<file path="src/common/vrqs_defines.vh">
// constants of the velocity ramp and quick-stop block
`ifndef VRQS_DEFINES_VH
`define VRQS_DEFINES_VH
// object indices
`define VRQS_IDX_ACCEL      16'h6048
`define VRQS_IDX_DECEL      16'h6049
`define VRQS_IDX_QSTOP      16'h604A
`define VRQS_IDX_UNIT       16'h604C
`define VRQS_IDX_QS_CODE    16'h605A
// sub-entries
`define VRQS_SUB_COUNT      8'h00
`define VRQS_SUB_FIRST      8'h01
`define VRQS_SUB_SECOND     8'h02
// reset values
`define VRQS_RST_COUNT      8'h02
`define VRQS_RST_ACC_SPEED  32'h000001F4
`define VRQS_RST_DEC_SPEED  32'h000001F4
`define VRQS_RST_QS_SPEED   32'h00001388
`define VRQS_RST_TIME       16'h0001
`define VRQS_RST_UNIT_MUL   32'h00000001
`define VRQS_RST_UNIT_DIV   32'h00000001
`define VRQS_RST_QS_CODE    16'h0002
// quick-stop action codes
`define VRQS_QS_IMMEDIATE   16'h0000
`define VRQS_QS_SLOW        16'h0001
`define VRQS_QS_QUICK       16'h0002
`define VRQS_QS_SLOW_HOLD   16'h0005
`define VRQS_QS_QUICK_HOLD  16'h0006
// timing: one time unit of the ramp records
`define VRQS_CLK_NS         40
`define VRQS_TIME_UNIT_NS   1000000
`define VRQS_TICK_CYCLES    (`VRQS_TIME_UNIT_NS / `VRQS_CLK_NS)
// speed limit of the 16-bit demand
`define VRQS_DEMAND_MAX     32'h00007FFF
// divider steps for the rpm conversion
`define VRQS_DIV_STEPS      7'h40
`endif

</file>
<file path="src/core/vrqs_top.v">
// velocity ramp generator with quick-stop reaction and parameter objects
//
// Behaviour
// - rising speed ramps with the acceleration record, speed step per time step.
// - normal slowing ramps with the separate deceleration record.
// - quick stop in velocity mode with codes 2 and 6 ramps with its own dedicated record.
// - ramp rate is sub-entry 01 speed change over sub-entry 02 time change.
// - velocity parameters are in the unit set by the speed unit factor.
// - rpm equals internal speed times signed multiplier over signed divisor.
// - action code, signed 16 bit, default 2, applied on each quick-stop entry.
// - code 0 stops at once and requests switch on disabled in the same cycle.
// - code 1 brakes on the deceleration ramp, then switch on disabled.
// - code 2 brakes on the quick-stop ramp, then switch on disabled.
// - target outside min or max is clamped and the internal limit flag set.
`include "vrqs_defines.vh"
`default_nettype none
module vrqs_top #(
    parameter [31:0] TICK_CYCLES = `VRQS_TICK_CYCLES
) (
    // clock and reset
    input  wire        clk,
    input  wire        srst,
    // object dictionary access
    input  wire [15:0] od_index,
    input  wire [7:0]  od_sub,
    input  wire        od_wr,
    input  wire        od_rd,
    input  wire [31:0] od_wdata,
    output reg  [31:0] od_rdata,
    output reg         od_ack,
    output reg         od_err,
    // velocity mode inputs
    input  wire        velocity_mode,
    input  wire [15:0] target_velocity,
    input  wire [31:0] vel_min_amount,
    input  wire [31:0] vel_max_amount,
    input  wire        quick_stop_enter,
    input  wire        resume_operation,
    // drive outputs
    output reg  [15:0] velocity_demand,
    output reg  [31:0] demand_rpm,
    output reg         internal_limit_flag,
    output reg         quick_stop_busy,
    output reg         motor_energized,
    output reg         switch_on_disabled_req
);

localparam [1:0] S_RUN  = 2'h0;
localparam [1:0] S_RAMP = 2'h1;
localparam [1:0] S_HOLD = 2'h2;
localparam [1:0] S_OFF  = 2'h3;

reg [31:0] accel_speed_step;
reg [15:0] accel_time_step;
reg [31:0] decel_speed_step;
reg [15:0] decel_time_step;
reg [31:0] qstop_ramp_speed_step;
reg [15:0] qstop_ramp_time_step;
reg [31:0] speed_unit_multiplier;
reg [31:0] speed_unit_divisor;
reg [15:0] quick_stop_action_code;

reg [1:0]  state;
reg [15:0] qs_code;
reg [31:0] demand;
reg [31:0] tick_cnt;
reg [15:0] time_cnt;

////////////////////////////////////////////////////////////////////////////////
// object access

reg        hit;
reg        ro_hit;
reg [31:0] rd_val;
always @* begin
    hit    = 1'b1;
    ro_hit = 1'b0;
    rd_val = 32'h00000000;
    if (od_sub == `VRQS_SUB_COUNT && (od_index == `VRQS_IDX_ACCEL ||
        od_index == `VRQS_IDX_DECEL || od_index == `VRQS_IDX_QSTOP ||
        od_index == `VRQS_IDX_UNIT)) begin
        ro_hit = 1'b1;
        rd_val = {24'h000000, `VRQS_RST_COUNT};
    end else if (od_index == `VRQS_IDX_QS_CODE && od_sub == `VRQS_SUB_COUNT) begin
        rd_val = {{16{quick_stop_action_code[15]}}, quick_stop_action_code};
    end else if (od_sub == `VRQS_SUB_FIRST) begin
        case (od_index)
            `VRQS_IDX_ACCEL: rd_val = accel_speed_step;
            `VRQS_IDX_DECEL: rd_val = decel_speed_step;
            `VRQS_IDX_QSTOP: rd_val = qstop_ramp_speed_step;
            `VRQS_IDX_UNIT:  rd_val = speed_unit_multiplier;
            default:         hit = 1'b0;
        endcase
    end else if (od_sub == `VRQS_SUB_SECOND) begin
        case (od_index)
            `VRQS_IDX_ACCEL: rd_val = {16'h0000, accel_time_step};
            `VRQS_IDX_DECEL: rd_val = {16'h0000, decel_time_step};
            `VRQS_IDX_QSTOP: rd_val = {16'h0000, qstop_ramp_time_step};
            `VRQS_IDX_UNIT:  rd_val = speed_unit_divisor;
            default:         hit = 1'b0;
        endcase
    end else begin
        hit = 1'b0;
    end
end

always @(posedge clk) begin
    if (srst) begin
        accel_speed_step       <= `VRQS_RST_ACC_SPEED;
        accel_time_step        <= `VRQS_RST_TIME;
        decel_speed_step       <= `VRQS_RST_DEC_SPEED;
        decel_time_step        <= `VRQS_RST_TIME;
        qstop_ramp_speed_step  <= `VRQS_RST_QS_SPEED;
        qstop_ramp_time_step   <= `VRQS_RST_TIME;
        speed_unit_multiplier  <= `VRQS_RST_UNIT_MUL;
        speed_unit_divisor     <= `VRQS_RST_UNIT_DIV;
        quick_stop_action_code <= `VRQS_RST_QS_CODE;
        od_rdata               <= 32'h00000000;
        od_ack                 <= 1'b0;
        od_err                 <= 1'b0;
    end else begin
        od_ack <= od_wr | od_rd;
        od_err <= (od_wr | od_rd) & (~hit | (od_wr & ro_hit));
        if (od_rd) begin
            od_rdata <= hit ? rd_val : 32'h00000000;
        end
        if (od_wr && hit && !ro_hit) begin
            if (od_sub == `VRQS_SUB_FIRST) begin
                case (od_index)
                    `VRQS_IDX_ACCEL: accel_speed_step      <= od_wdata;
                    `VRQS_IDX_DECEL: decel_speed_step      <= od_wdata;
                    `VRQS_IDX_QSTOP: qstop_ramp_speed_step <= od_wdata;
                    `VRQS_IDX_UNIT:  speed_unit_multiplier <= od_wdata;
                    default: ;
                endcase
            end else if (od_sub == `VRQS_SUB_SECOND) begin
                case (od_index)
                    `VRQS_IDX_ACCEL: accel_time_step      <= od_wdata[15:0];
                    `VRQS_IDX_DECEL: decel_time_step      <= od_wdata[15:0];
                    `VRQS_IDX_QSTOP: qstop_ramp_time_step <= od_wdata[15:0];
                    `VRQS_IDX_UNIT:  speed_unit_divisor   <= od_wdata;
                    default: ;
                endcase
            end else begin
                // any value is stored; reserved codes act as the default
                quick_stop_action_code <= od_wdata[15:0];
            end
        end
    end
end

////////////////////////////////////////////////////////////////////////////////
// target clamping

reg [31:0] tgt_abs;
reg [31:0] tgt_mag;
reg [31:0] tgt_clamped;
reg        tgt_limited;
always @* begin
    tgt_abs = target_velocity[15] ? 32'h00000000 - {{16{1'b1}}, target_velocity}
                                  : {16'h0000, target_velocity};
    tgt_limited = 1'b0;
    tgt_mag = tgt_abs;
    if (tgt_abs < vel_min_amount) begin
        tgt_mag     = vel_min_amount;
        tgt_limited = 1'b1;
    end else if (tgt_abs > vel_max_amount) begin
        tgt_mag     = vel_max_amount;
        tgt_limited = 1'b1;
    end
    // the demand port is 16 bits signed, so clamp there too
    if (tgt_mag > `VRQS_DEMAND_MAX) begin
        tgt_mag = `VRQS_DEMAND_MAX;
    end
    tgt_clamped = target_velocity[15] ? 32'h00000000 - tgt_mag : tgt_mag;
end

////////////////////////////////////////////////////////////////////////////////
// ramp rate selection and step

wire        qs_slow = (qs_code == `VRQS_QS_SLOW) || (qs_code == `VRQS_QS_SLOW_HOLD);
wire        qs_hold = (qs_code == `VRQS_QS_SLOW_HOLD) || (qs_code == `VRQS_QS_QUICK_HOLD);
wire [31:0] eff_target = (state == S_RUN) ? tgt_clamped : 32'h00000000;
wire [32:0] diff = {eff_target[31], eff_target} - {demand[31], demand};
wire [32:0] abs_diff = diff[32] ? 33'h000000000 - diff : diff;
wire        away = (demand == 32'h00000000) || (diff[32] == demand[31]);

reg [31:0] sel_speed;
reg [15:0] sel_time;
always @* begin
    if (state == S_RAMP && !qs_slow) begin
        sel_speed = qstop_ramp_speed_step;
        sel_time  = qstop_ramp_time_step;
    end else if (state == S_RUN && away) begin
        sel_speed = accel_speed_step;
        sel_time  = accel_time_step;
    end else begin
        sel_speed = decel_speed_step;
        sel_time  = decel_time_step;
    end
end

// a zero time step would stall the ramp, so it counts as one unit
wire [15:0] time_lim = (sel_time == 16'h0000) ? 16'h0001 : sel_time;
wire        unit_tick = (tick_cnt >= TICK_CYCLES - 32'h00000001);
wire        step_due = unit_tick && (time_cnt + 16'h0001 >= time_lim);
wire        moving = velocity_mode && (state == S_RUN || state == S_RAMP);
wire [31:0] next_demand = (abs_diff <= {1'b0, sel_speed}) ? eff_target :
                          diff[32] ? demand - sel_speed : demand + sel_speed;

////////////////////////////////////////////////////////////////////////////////
// quick-stop reaction and demand

always @(posedge clk) begin
    if (srst) begin
        state                  <= S_RUN;
        qs_code                <= `VRQS_RST_QS_CODE;
        demand                 <= 32'h00000000;
        tick_cnt               <= 32'h00000000;
        time_cnt               <= 16'h0000;
        velocity_demand        <= 16'h0000;
        internal_limit_flag    <= 1'b0;
        quick_stop_busy        <= 1'b0;
        motor_energized        <= 1'b1;
        switch_on_disabled_req <= 1'b0;
    end else begin
        switch_on_disabled_req <= 1'b0;
        internal_limit_flag    <= velocity_mode & tgt_limited;
        tick_cnt <= unit_tick ? 32'h00000000 : tick_cnt + 32'h00000001;
        if (!moving) begin
            time_cnt <= 16'h0000;
        end else if (step_due) begin
            time_cnt <= 16'h0000;
            demand   <= next_demand;
        end else if (unit_tick) begin
            time_cnt <= time_cnt + 16'h0001;
        end
        case (state)
            S_RUN: begin
                if (quick_stop_enter) begin
                    time_cnt <= 16'h0000;
                    case (quick_stop_action_code)
                        `VRQS_QS_IMMEDIATE: begin
                            demand                 <= 32'h00000000;
                            state                  <= S_OFF;
                            motor_energized        <= 1'b0;
                            switch_on_disabled_req <= 1'b1;
                            qs_code                <= quick_stop_action_code;
                        end
                        `VRQS_QS_SLOW, `VRQS_QS_QUICK, `VRQS_QS_SLOW_HOLD,
                        `VRQS_QS_QUICK_HOLD: begin
                            state   <= S_RAMP;
                            qs_code <= quick_stop_action_code;
                        end
                        default: begin
                            state   <= S_RAMP;
                            qs_code <= `VRQS_QS_QUICK;
                        end
                    endcase
                end
            end
            S_RAMP: begin
                if (demand == 32'h00000000) begin
                    if (qs_hold) begin
                        state <= S_HOLD;
                    end else begin
                        state                  <= S_OFF;
                        motor_energized        <= 1'b0;
                        switch_on_disabled_req <= 1'b1;
                    end
                end
            end
            S_HOLD: begin
                if (resume_operation) begin
                    state <= S_RUN;
                end
            end
            S_OFF: begin
                if (resume_operation) begin
                    state           <= S_RUN;
                    motor_energized <= 1'b1;
                end
            end
            default: state <= S_RUN;
        endcase
        quick_stop_busy <= (state != S_RUN) || quick_stop_enter;
        velocity_demand <= demand[15:0];
    end
end

////////////////////////////////////////////////////////////////////////////////
// rpm conversion: serial divide of demand times multiplier

wire [63:0] product = $signed(demand) * $signed(speed_unit_multiplier);
wire [63:0] prod_abs = product[63] ? 64'h0000000000000000 - product : product;
wire [31:0] den_abs = speed_unit_divisor[31] ? 32'h00000000 - speed_unit_divisor
                                             : speed_unit_divisor;
reg  [6:0]  div_cnt;
reg  [32:0] div_rem;
reg  [63:0] div_q;
reg  [31:0] div_den;
reg         div_neg;
wire [32:0] rem_sh = {div_rem[31:0], div_q[63]};
wire        rem_ge = rem_sh >= {1'b0, div_den};

always @(posedge clk) begin
    if (srst) begin
        div_cnt    <= 7'h00;
        div_rem    <= 33'h000000000;
        div_q      <= 64'h0000000000000000;
        div_den    <= 32'h00000000;
        div_neg    <= 1'b0;
        demand_rpm <= 32'h00000000;
    end else if (div_cnt == 7'h00) begin
        // a new conversion starts whenever the last one ends
        div_cnt <= `VRQS_DIV_STEPS;
        div_rem <= 33'h000000000;
        div_q   <= prod_abs;
        div_den <= den_abs;
        div_neg <= product[63] ^ speed_unit_divisor[31];
    end else begin
        div_cnt <= div_cnt - 7'h01;
        div_rem <= rem_ge ? rem_sh - {1'b0, div_den} : rem_sh;
        div_q   <= {div_q[62:0], rem_ge};
        if (div_cnt == 7'h01) begin
            // divisor zero gives zero rather than a garbage quotient
            if (div_den == 32'h00000000) begin
                demand_rpm <= 32'h00000000;
            end else if (div_neg) begin
                demand_rpm <= 32'h00000000 - {div_q[30:0], rem_ge};
            end else begin
                demand_rpm <= {div_q[30:0], rem_ge};
            end
        end
    end
end

endmodule // vrqs_top
`default_nettype wire

</file>
<file path="config.mk">
export PLATFORM = sky130hd
export DESIGN_NAME = vrqs_top
export DESIGN_NICKNAME = d
export VERILOG_FILES = /design/src/core/vrqs_top.v
export VERILOG_INCLUDE_DIRS = /design/src /design/src/common
export SDC_FILE = /design/constraint.sdc
export NUM_CORES = 2
export LEC_CHECK = 0
export BUFFER_PORTS_ARGS = -buffer_cell sky130_fd_sc_hd__buf_2
export CAP_MARGIN = 20
export CELL_PAD_IN_SITES_DETAIL_PLACEMENT = 0
export CELL_PAD_IN_SITES_GLOBAL_PLACEMENT = 2
export CORE_ASPECT_RATIO = 1.5
export CORE_MARGIN = 2
export CORE_UTILIZATION = 43
export CTS_CLUSTER_DIAMETER = 100
export DETAILED_ROUTE_END_ITERATION = 7
export GPL_TIMING_DRIVEN = 0
export PLACE_DENSITY_LB_ADDON = 0.1
export SLEW_MARGIN = 15
export SYNTH_ARGS = -nofsm -noshare
export SYNTH_HDL_FRONTEND = slang
export SYNTH_SLANG_ARGS = --single-unit
</file>
<file path="constraint.sdc">
create_clock -name clk -period 27.6 [get_ports clk]
set_clock_uncertainty 0.15 [all_clocks]
set_input_delay 5.52 -clock clk [delete_from_list [all_inputs] [get_ports clk]]
set_output_delay 5.52 -clock clk [all_outputs]
set_load 0.01 [all_outputs]
</file>
---- Yosys cells after proc, flatten, opt, wreduce, memory -nomap -nowiden ----
Cells that the tools add are included.
Widths: inputs -> output; s select.
operators by class
  equal/unequal tests ..................... 25
  $add $sub $neg .......................... 13
  magnitude comparators ................... 7
  reductions and logical operators ........ 45
  muxes and demuxes ....................... 64
  bitwise logic cells ..................... 10
  $mul .................................... 1
operators by type and width
  operator               count
  $mux 32                24
  $pmux 32 s4            2
  $mux 16                9
  $mux 64                2
  $sub 1x32->32 const A  3
  $eq 16x15->1 const B   5
  $eq 16x3->1 const B    4
  $logic_not 32->1       2
  $mul 32x32->64         1
  $sub 1x64->64 const A  1
  $sub 32x32->32         2
  $ge 33x32->1           1
  $le 33x32->1           1
  $mux 33                1
  $sub 1x33->33 const A  1
  $sub 32x32->33         1
  $add 32x1->32 const B  1
  $add 32x32->32         1
  $eq 16x1->1 const B    2
  $ge 32x15->1 const B   1
  $gt 32x15->1 const B   1
  $gt 32x32->1           1
  $logic_not 16->1       2
  $lt 32x32->1           1
  38 further kinds       95
word-level totals
  logic and storage cells ................. 194
  output and inout port bits .............. 86
  register bits after elaboration ......... 544
  input bits .............................. 143

---- Logic depth before layout (Yosys ltp) ----
  depth in word-level cells ............... 25
  depth in mapped cells ................... 60
  depth with buffers taken out ............ 53

---- Worst setup path after synthesis ----
Ideal clock, no wire load.
  kind .................................... input to register
  start ................................... input port target_velocity[3]
  end ..................................... register demand[31]
  library setup time ...................... 0.117 ns
  arrival ................................. 16.772 ns
  data required time ...................... 27.333 ns
  stages on the path ...................... 55
  setup slack ............................. 10.562 ns
  buffers on the path ..................... 7
  cells stage by stage .................... or4_1 -> or2_2 -> o41ai_1 -> xnor2_1 -> ha_1 -> nand4_1 -> nor3_1 -> a21boi_0 -> o41ai_2 -> buf_2 -> mux2i_1 -> o21a_1 -> inv_1 -> a211oi_1 -> ha_1 -> inv_1 -> nor4_1 -> clkbuf_1 -> [19 not listed] -> or4b_1 -> clkbuf_1 -> o31ai_1 -> xnor2_1 -> ha_1 -> and3_1 -> a221oi_1 -> nand2_1 -> nor3_1 -> nor4_1 -> nor2_1 -> a31oi_1 -> xnor2_1 -> xnor2_1 -> or3_1 -> a31oi_1 -> nor2_1 -> a22o_1
on the way
  longest elaborated chain between the ends .. 25
  elaborated cells between the ends (all ways) .. 35
  those cells by class .................... add/sub: 6; order compare: 5; eq/ne: 1; mux: 19; reduce/logical: 4
ends and longest elaborated chain
  item                                                                     line            RTL
  start, declared                                                          vrqs_top.v:34   input wire [15:0] target_velocity,
  $sub 1x17->18                                                            vrqs_top.v:160  tgt_abs = target_velocity[15] ? 32'h00000000 - {{16{1'b1}}, target_velocity}
  $mux 32 *                                                                vrqs_top.v:160
  $gt 32x32->1                                                             vrqs_top.v:167  end else if (tgt_abs > vel_max_amount) begin
  $mux 32                                                                  vrqs_top.v:167
  $mux 32 *                                                                vrqs_top.v:164  if (tgt_abs < vel_min_amount) begin
  $gt 32x15->1 (no source line)                                            --
  $mux 32 *                                                                vrqs_top.v:172  if (tgt_mag > `VRQS_DEMAND_MAX) begin
  $sub 1x32->32                                                            vrqs_top.v:175  tgt_clamped = target_velocity[15] ? 32'h00000000 - tgt_mag : tgt_mag;
  $mux 32 *                                                                vrqs_top.v:175
  $mux 32 *                                                                vrqs_top.v:183  wire [31:0] eff_target = (state == S_RUN) ? tgt_clamped : 32'h00000000;
  parallel branches: the longest is 10 deep, another holds $sub 32x32->33  --
  $mux 32 *                                                                vrqs_top.v:232  end else if (step_due) begin
  $mux 32 *                                                                vrqs_top.v:230  if (!moving) begin
  $mux 32                                                                  vrqs_top.v:242  case (quick_stop_action_code)
  $mux 32                                                                  vrqs_top.v:240  if (quick_stop_enter) begin
  $mux 32 *                                                                vrqs_top.v:238  case (state)
  end signal, assigned                                                     vrqs_top.v:234  demand <= next_demand;
  end, declared                                                            vrqs_top.v:65   reg [31:0] demand;
Mark *: on every way between the ends.
A chain may end at the register's enable or synchronous reset.

---- Worst setup path after layout ----
  start ................................... input port target_velocity[15]
  end ..................................... register demand[31]
on the way
  longest elaborated chain between the ends .. 25
  elaborated cells between the ends (all ways) .. 35
  those cells by class .................... add/sub: 6; order compare: 5; eq/ne: 1; mux: 19; reduce/logical: 4
ends and longest elaborated chain
  item                                                                     line
  $sub 1x17->18                                                            vrqs_top.v:160
  $mux 32                                                                  vrqs_top.v:160
  $gt 32x32->1                                                             vrqs_top.v:167
  $mux 32                                                                  vrqs_top.v:167
  $mux 32                                                                  vrqs_top.v:164
  $gt 32x15->1 (no source line)                                            --
  $mux 32                                                                  vrqs_top.v:172
  $sub 1x32->32                                                            vrqs_top.v:175
  $mux 32 *                                                                vrqs_top.v:175
  $mux 32 *                                                                vrqs_top.v:183
  parallel branches: the longest is 10 deep, another holds $sub 32x32->33  --
  $mux 32 *                                                                vrqs_top.v:232
  $mux 32 *                                                                vrqs_top.v:230
  $mux 32                                                                  vrqs_top.v:242
  $mux 32                                                                  vrqs_top.v:240
  $mux 32 *                                                                vrqs_top.v:238
Marked as above.

==> impl_metrics.py <==
metrics = {
    "run": {
        "drv_cap": 0,
    },
    "clock_network": {
        "clk_pin_slew_worst_paths_ps": 70,
        "ctsHoldBuffers": 0,
        "post_cts_buffers": 0,
        "clockBufferDepth": 3,
        "htreeDepth": 2,
        "clk_latency_ps": 740,
        "cts_inserted_buffers": 60,
        "postCtsResizedCells": 0,
        "cts_tree": "yes",
        "clock-sinks": 544,
        "root_buffer": "clkbuf_16",
    },
    "worst_setup_path": {
        "arrival_ps": 22450,
        "start_kind": "input port",
        "crit_fanout": 10,
        "rr_endpoint": "div_q[57]",
        "cpPeakStageDelay_ps": 780,
        "slowest_stage": "buf_1",
        "worstSetupPathType": "input port to register",
        "reg2reg_from": "demand[31]",
        "crit_required_ps": 28090,
        "end_kind": "register",
        "r2r.worst_path.cells": 32,
        "rrSetupSlack_ps": 14520,
    },
    "sta": {
        "setup_tns_ps": 0,
        "fin_crit_ps": 21960,
        "worstMarginPinSlew_ps": 1330,
        "slew_headroom": 0.113,
        "fmax_mhz": 45.5,
        "slew_viol_final": 0,
        "setup_violations": 0,
        "timing.final.crit_share": 0.796,
        "hold_viol": 0,
        "rsz0062_at_grt": "no",
    },
    "power_and_ir_drop": {
        "switching_share": 0.517,
        "power_per_cell_area_mw_per_mm2": 64.3,
        "power_switching_uw": 2570,
        "pwr-share-clk": 0.183,
        "intPower_uw": 2400,
        "p_leak_uw": 0.0327,
        "vdd_ir_drop_max_v": 0.0000549,
        "p_total_uw": 4960,
        "p_comb_frac": 0.621,
        "power_frac_seq": 0.196,
    },
    "min_path": {
        "hold_depth": 2,
        "hp-class": "register to register",
        "min_from": "div_rem[25]",
        "hold_path_end": "div_rem[26]",
    },
    "yosys": {
        "syn-cell-area_mm2": 0.0709,
        "synth_ff_type": "dfxtp_1",
        "synth-seq-cells": 544,
        "ys_seq_area_frac": 0.154,
        "synth_area_leader_cell": "fa_1",
        "syn_inst": 8732,
        "synth-edff-count": 0,
        "syn_avg_cell_area_um2": 8.12,
        "synthArstFlopShare": 0,
        "synth_cell_types": 103,
        "yosys_warnings": 0,
        "yosys.area.top_type_share": 0.306,
        "synthTopCellsByArea": "fa_1, dfxtp_1, nand2_1, inv_1, ha_1",
    },
    "route": {
        "wire_per_inst_um": 28.1,
        "antenna_left": 0,
        "vias": 63900,
        "drt-vias-per-instance": 5.69,
        "dr.pass1.iters": 6,
        "drt-total-wl_um": 315000,
        "drcViolationCount": 0,
        "drtIter0Drc": 5125,
    },
    "floorplan": {
        "die-area_mm2": 0.168,
        "rows": 182,
        "coreArea_mm2": 0.164,
        "initial_core_util": 0.432,
        "die_h_um": 501,
        "io_pins": 229,
        "die_width_um": 336,
    },
    "status": {
        "status": "completed",
    },
    "global_route": {
        "overflow": 0,
        "antenna_found_initial": 20,
        "grt_pass1_wl_um": 448000,
        "grt_usage": 0.372,
        "grt_max_degree": 25,
        "grt_pass1_vias": 65600,
    },
    "finish": {
        "layout_common_cells": "nand2_1, inv_1, fa_1",
        "final_cells": 11200,
        "drive_above_1_share": 0.0509,
        "layout_commonest_cell": "nand2_1",
        "num-nets-final": 10600,
        "syn_to_final_growth_pct": 8.82,
        "fin_util": 0.471,
    },
    "place": {
        "port_buffers": 212,
        "placedCellCount": 11100,
        "gp_congestion": 0.985,
        "dp_hpwl_um": 261000,
    },
}
-- cell families after synthesis --
family,count (synthesis),synth area share
fa+ha+maj,1457,0.372
simple gates,2910,0.185
buf+inv,1872,0.0997
compound gates,1486,0.131
mux,67,0.00978
flops,544,0.154
other cells,1,0.0000529
xor+xnor,395,0.0490
-- flip-flops by register name (all words and copies together) (netlist names), 7 cells and up --
name and count:
div_cnt 7, tick_cnt 32, div_rem 32, div_den 32, div_q 64, speed_unit_divisor 32
accel_time_step 16, time_cnt 16, accel_speed_step 32, qstop_ramp_time_step 16, quick_stop_action_code 16, speed_unit_multiplier 32
velocity_demand 16, demand 32, decel_speed_step 32, qstop_ramp_speed_step 32, qs_code 16, od_rdata 32
decel_time_step 16, demand_rpm 32
-- per-layer routing --
| metal | wire, µm | global-route usage | share of wire | up-vias |
|---|---|---|---|---|
| met5 | 27 | 0 | 0.000086 | - |
| met4 | 30500 | 0.295 | 0.097 | 4 |
| met1 | 112000 | 0.410 | 0.36 | 31800 |
| met2 | 150000 | 0.625 | 0.48 | 2818 |
| li1 | - | - | - | 28300 |
| met3 | 22600 | 0.0725 | 0.072 | 957 |
-- through the flow --
stage	setup WS, ps	cell area, µm²	hold slack (ps)
after floorplan	10560	71000	251
after global placement	4970	74700	264
after detailed placement	5050	74900	267
after CTS	5780	77100	268
after global routing	5080	77100	290
final	5640	77200	257
-- worst max-delay path by stage --
stage / endpoint / start / depth (start not counted)
global placement: demand[31] / target_velocity[15] / 56
detailed placement: demand[31] / target_velocity[15] / 56
finish: demand[31] / target_velocity[15] / 56
global route: demand[31] / target_velocity[3] / 57
floorplan: demand[31] / target_velocity[3] / 55
CTS: demand[31] / target_velocity[15] / 56
-- critical path: cells and delay by family --
family / cells / cell delay, ps
fa+ha+maj: 5 / 1730
mux: 1 / 200
compound gates: 17 / 5180
simple gates: 16 / 3640
buf+inv: 12 / 4820
xor+xnor: 5 / 1290
-- cells in the mapped netlist, drive strengths merged, types with 8 or more instances --
master	number
nand2	1661
inv	1335
fa	1085
a21oi	603
dfxtp	544
clkbuf	495
nor2	393
ha	372
o21ai	300
and2	269
xnor2	208
xor2	187
a21o	97
a211oi	93
nand3	85
nor3	77
nor4	64
nand4	57
mux2i	55
a31oi	54
nand2b	54
nor2b	53
o31ai	49
and3	42
buf	42
a221oi	36
o21a	36
or3	36
a221o	34
or4	27
nand3b	25
o21bai	23
or2	23
a22oi	22
o41ai	15
mux2	12
o211ai	12
and4	11
o2111ai	11
o22ai	10
a211o	9
a2111oi	8
a21boi	8
a311oi	8
nor3b	8
-- area by class of cell --
class,count,area [µm²]
timing repair buffer,228,1250
sequential,544,10900
clock buffer,84,1730
antenna,14,35.0
inverter,1335,5010
fill,16700,86800
clock inverter,28,443
tap,2116,2650
buffer,537,2080
multi-input combinational,6334,53100
-- power by group through the flow --
stage / registers [µW] / clock network, µW / logic [µW]
2_1_floorplan: 955 / 0 / 1970
3_3_place_gp: 986 / 0 / 3000
3_5_place_dp: 989 / 0 / 3020
4_1_cts: 972 / 920 / 3030
5_1_grt: 984 / 948 / 3330
6_report: 974 / 908 / 3080
No activity file was read; power rests on OpenSTA's default activity.
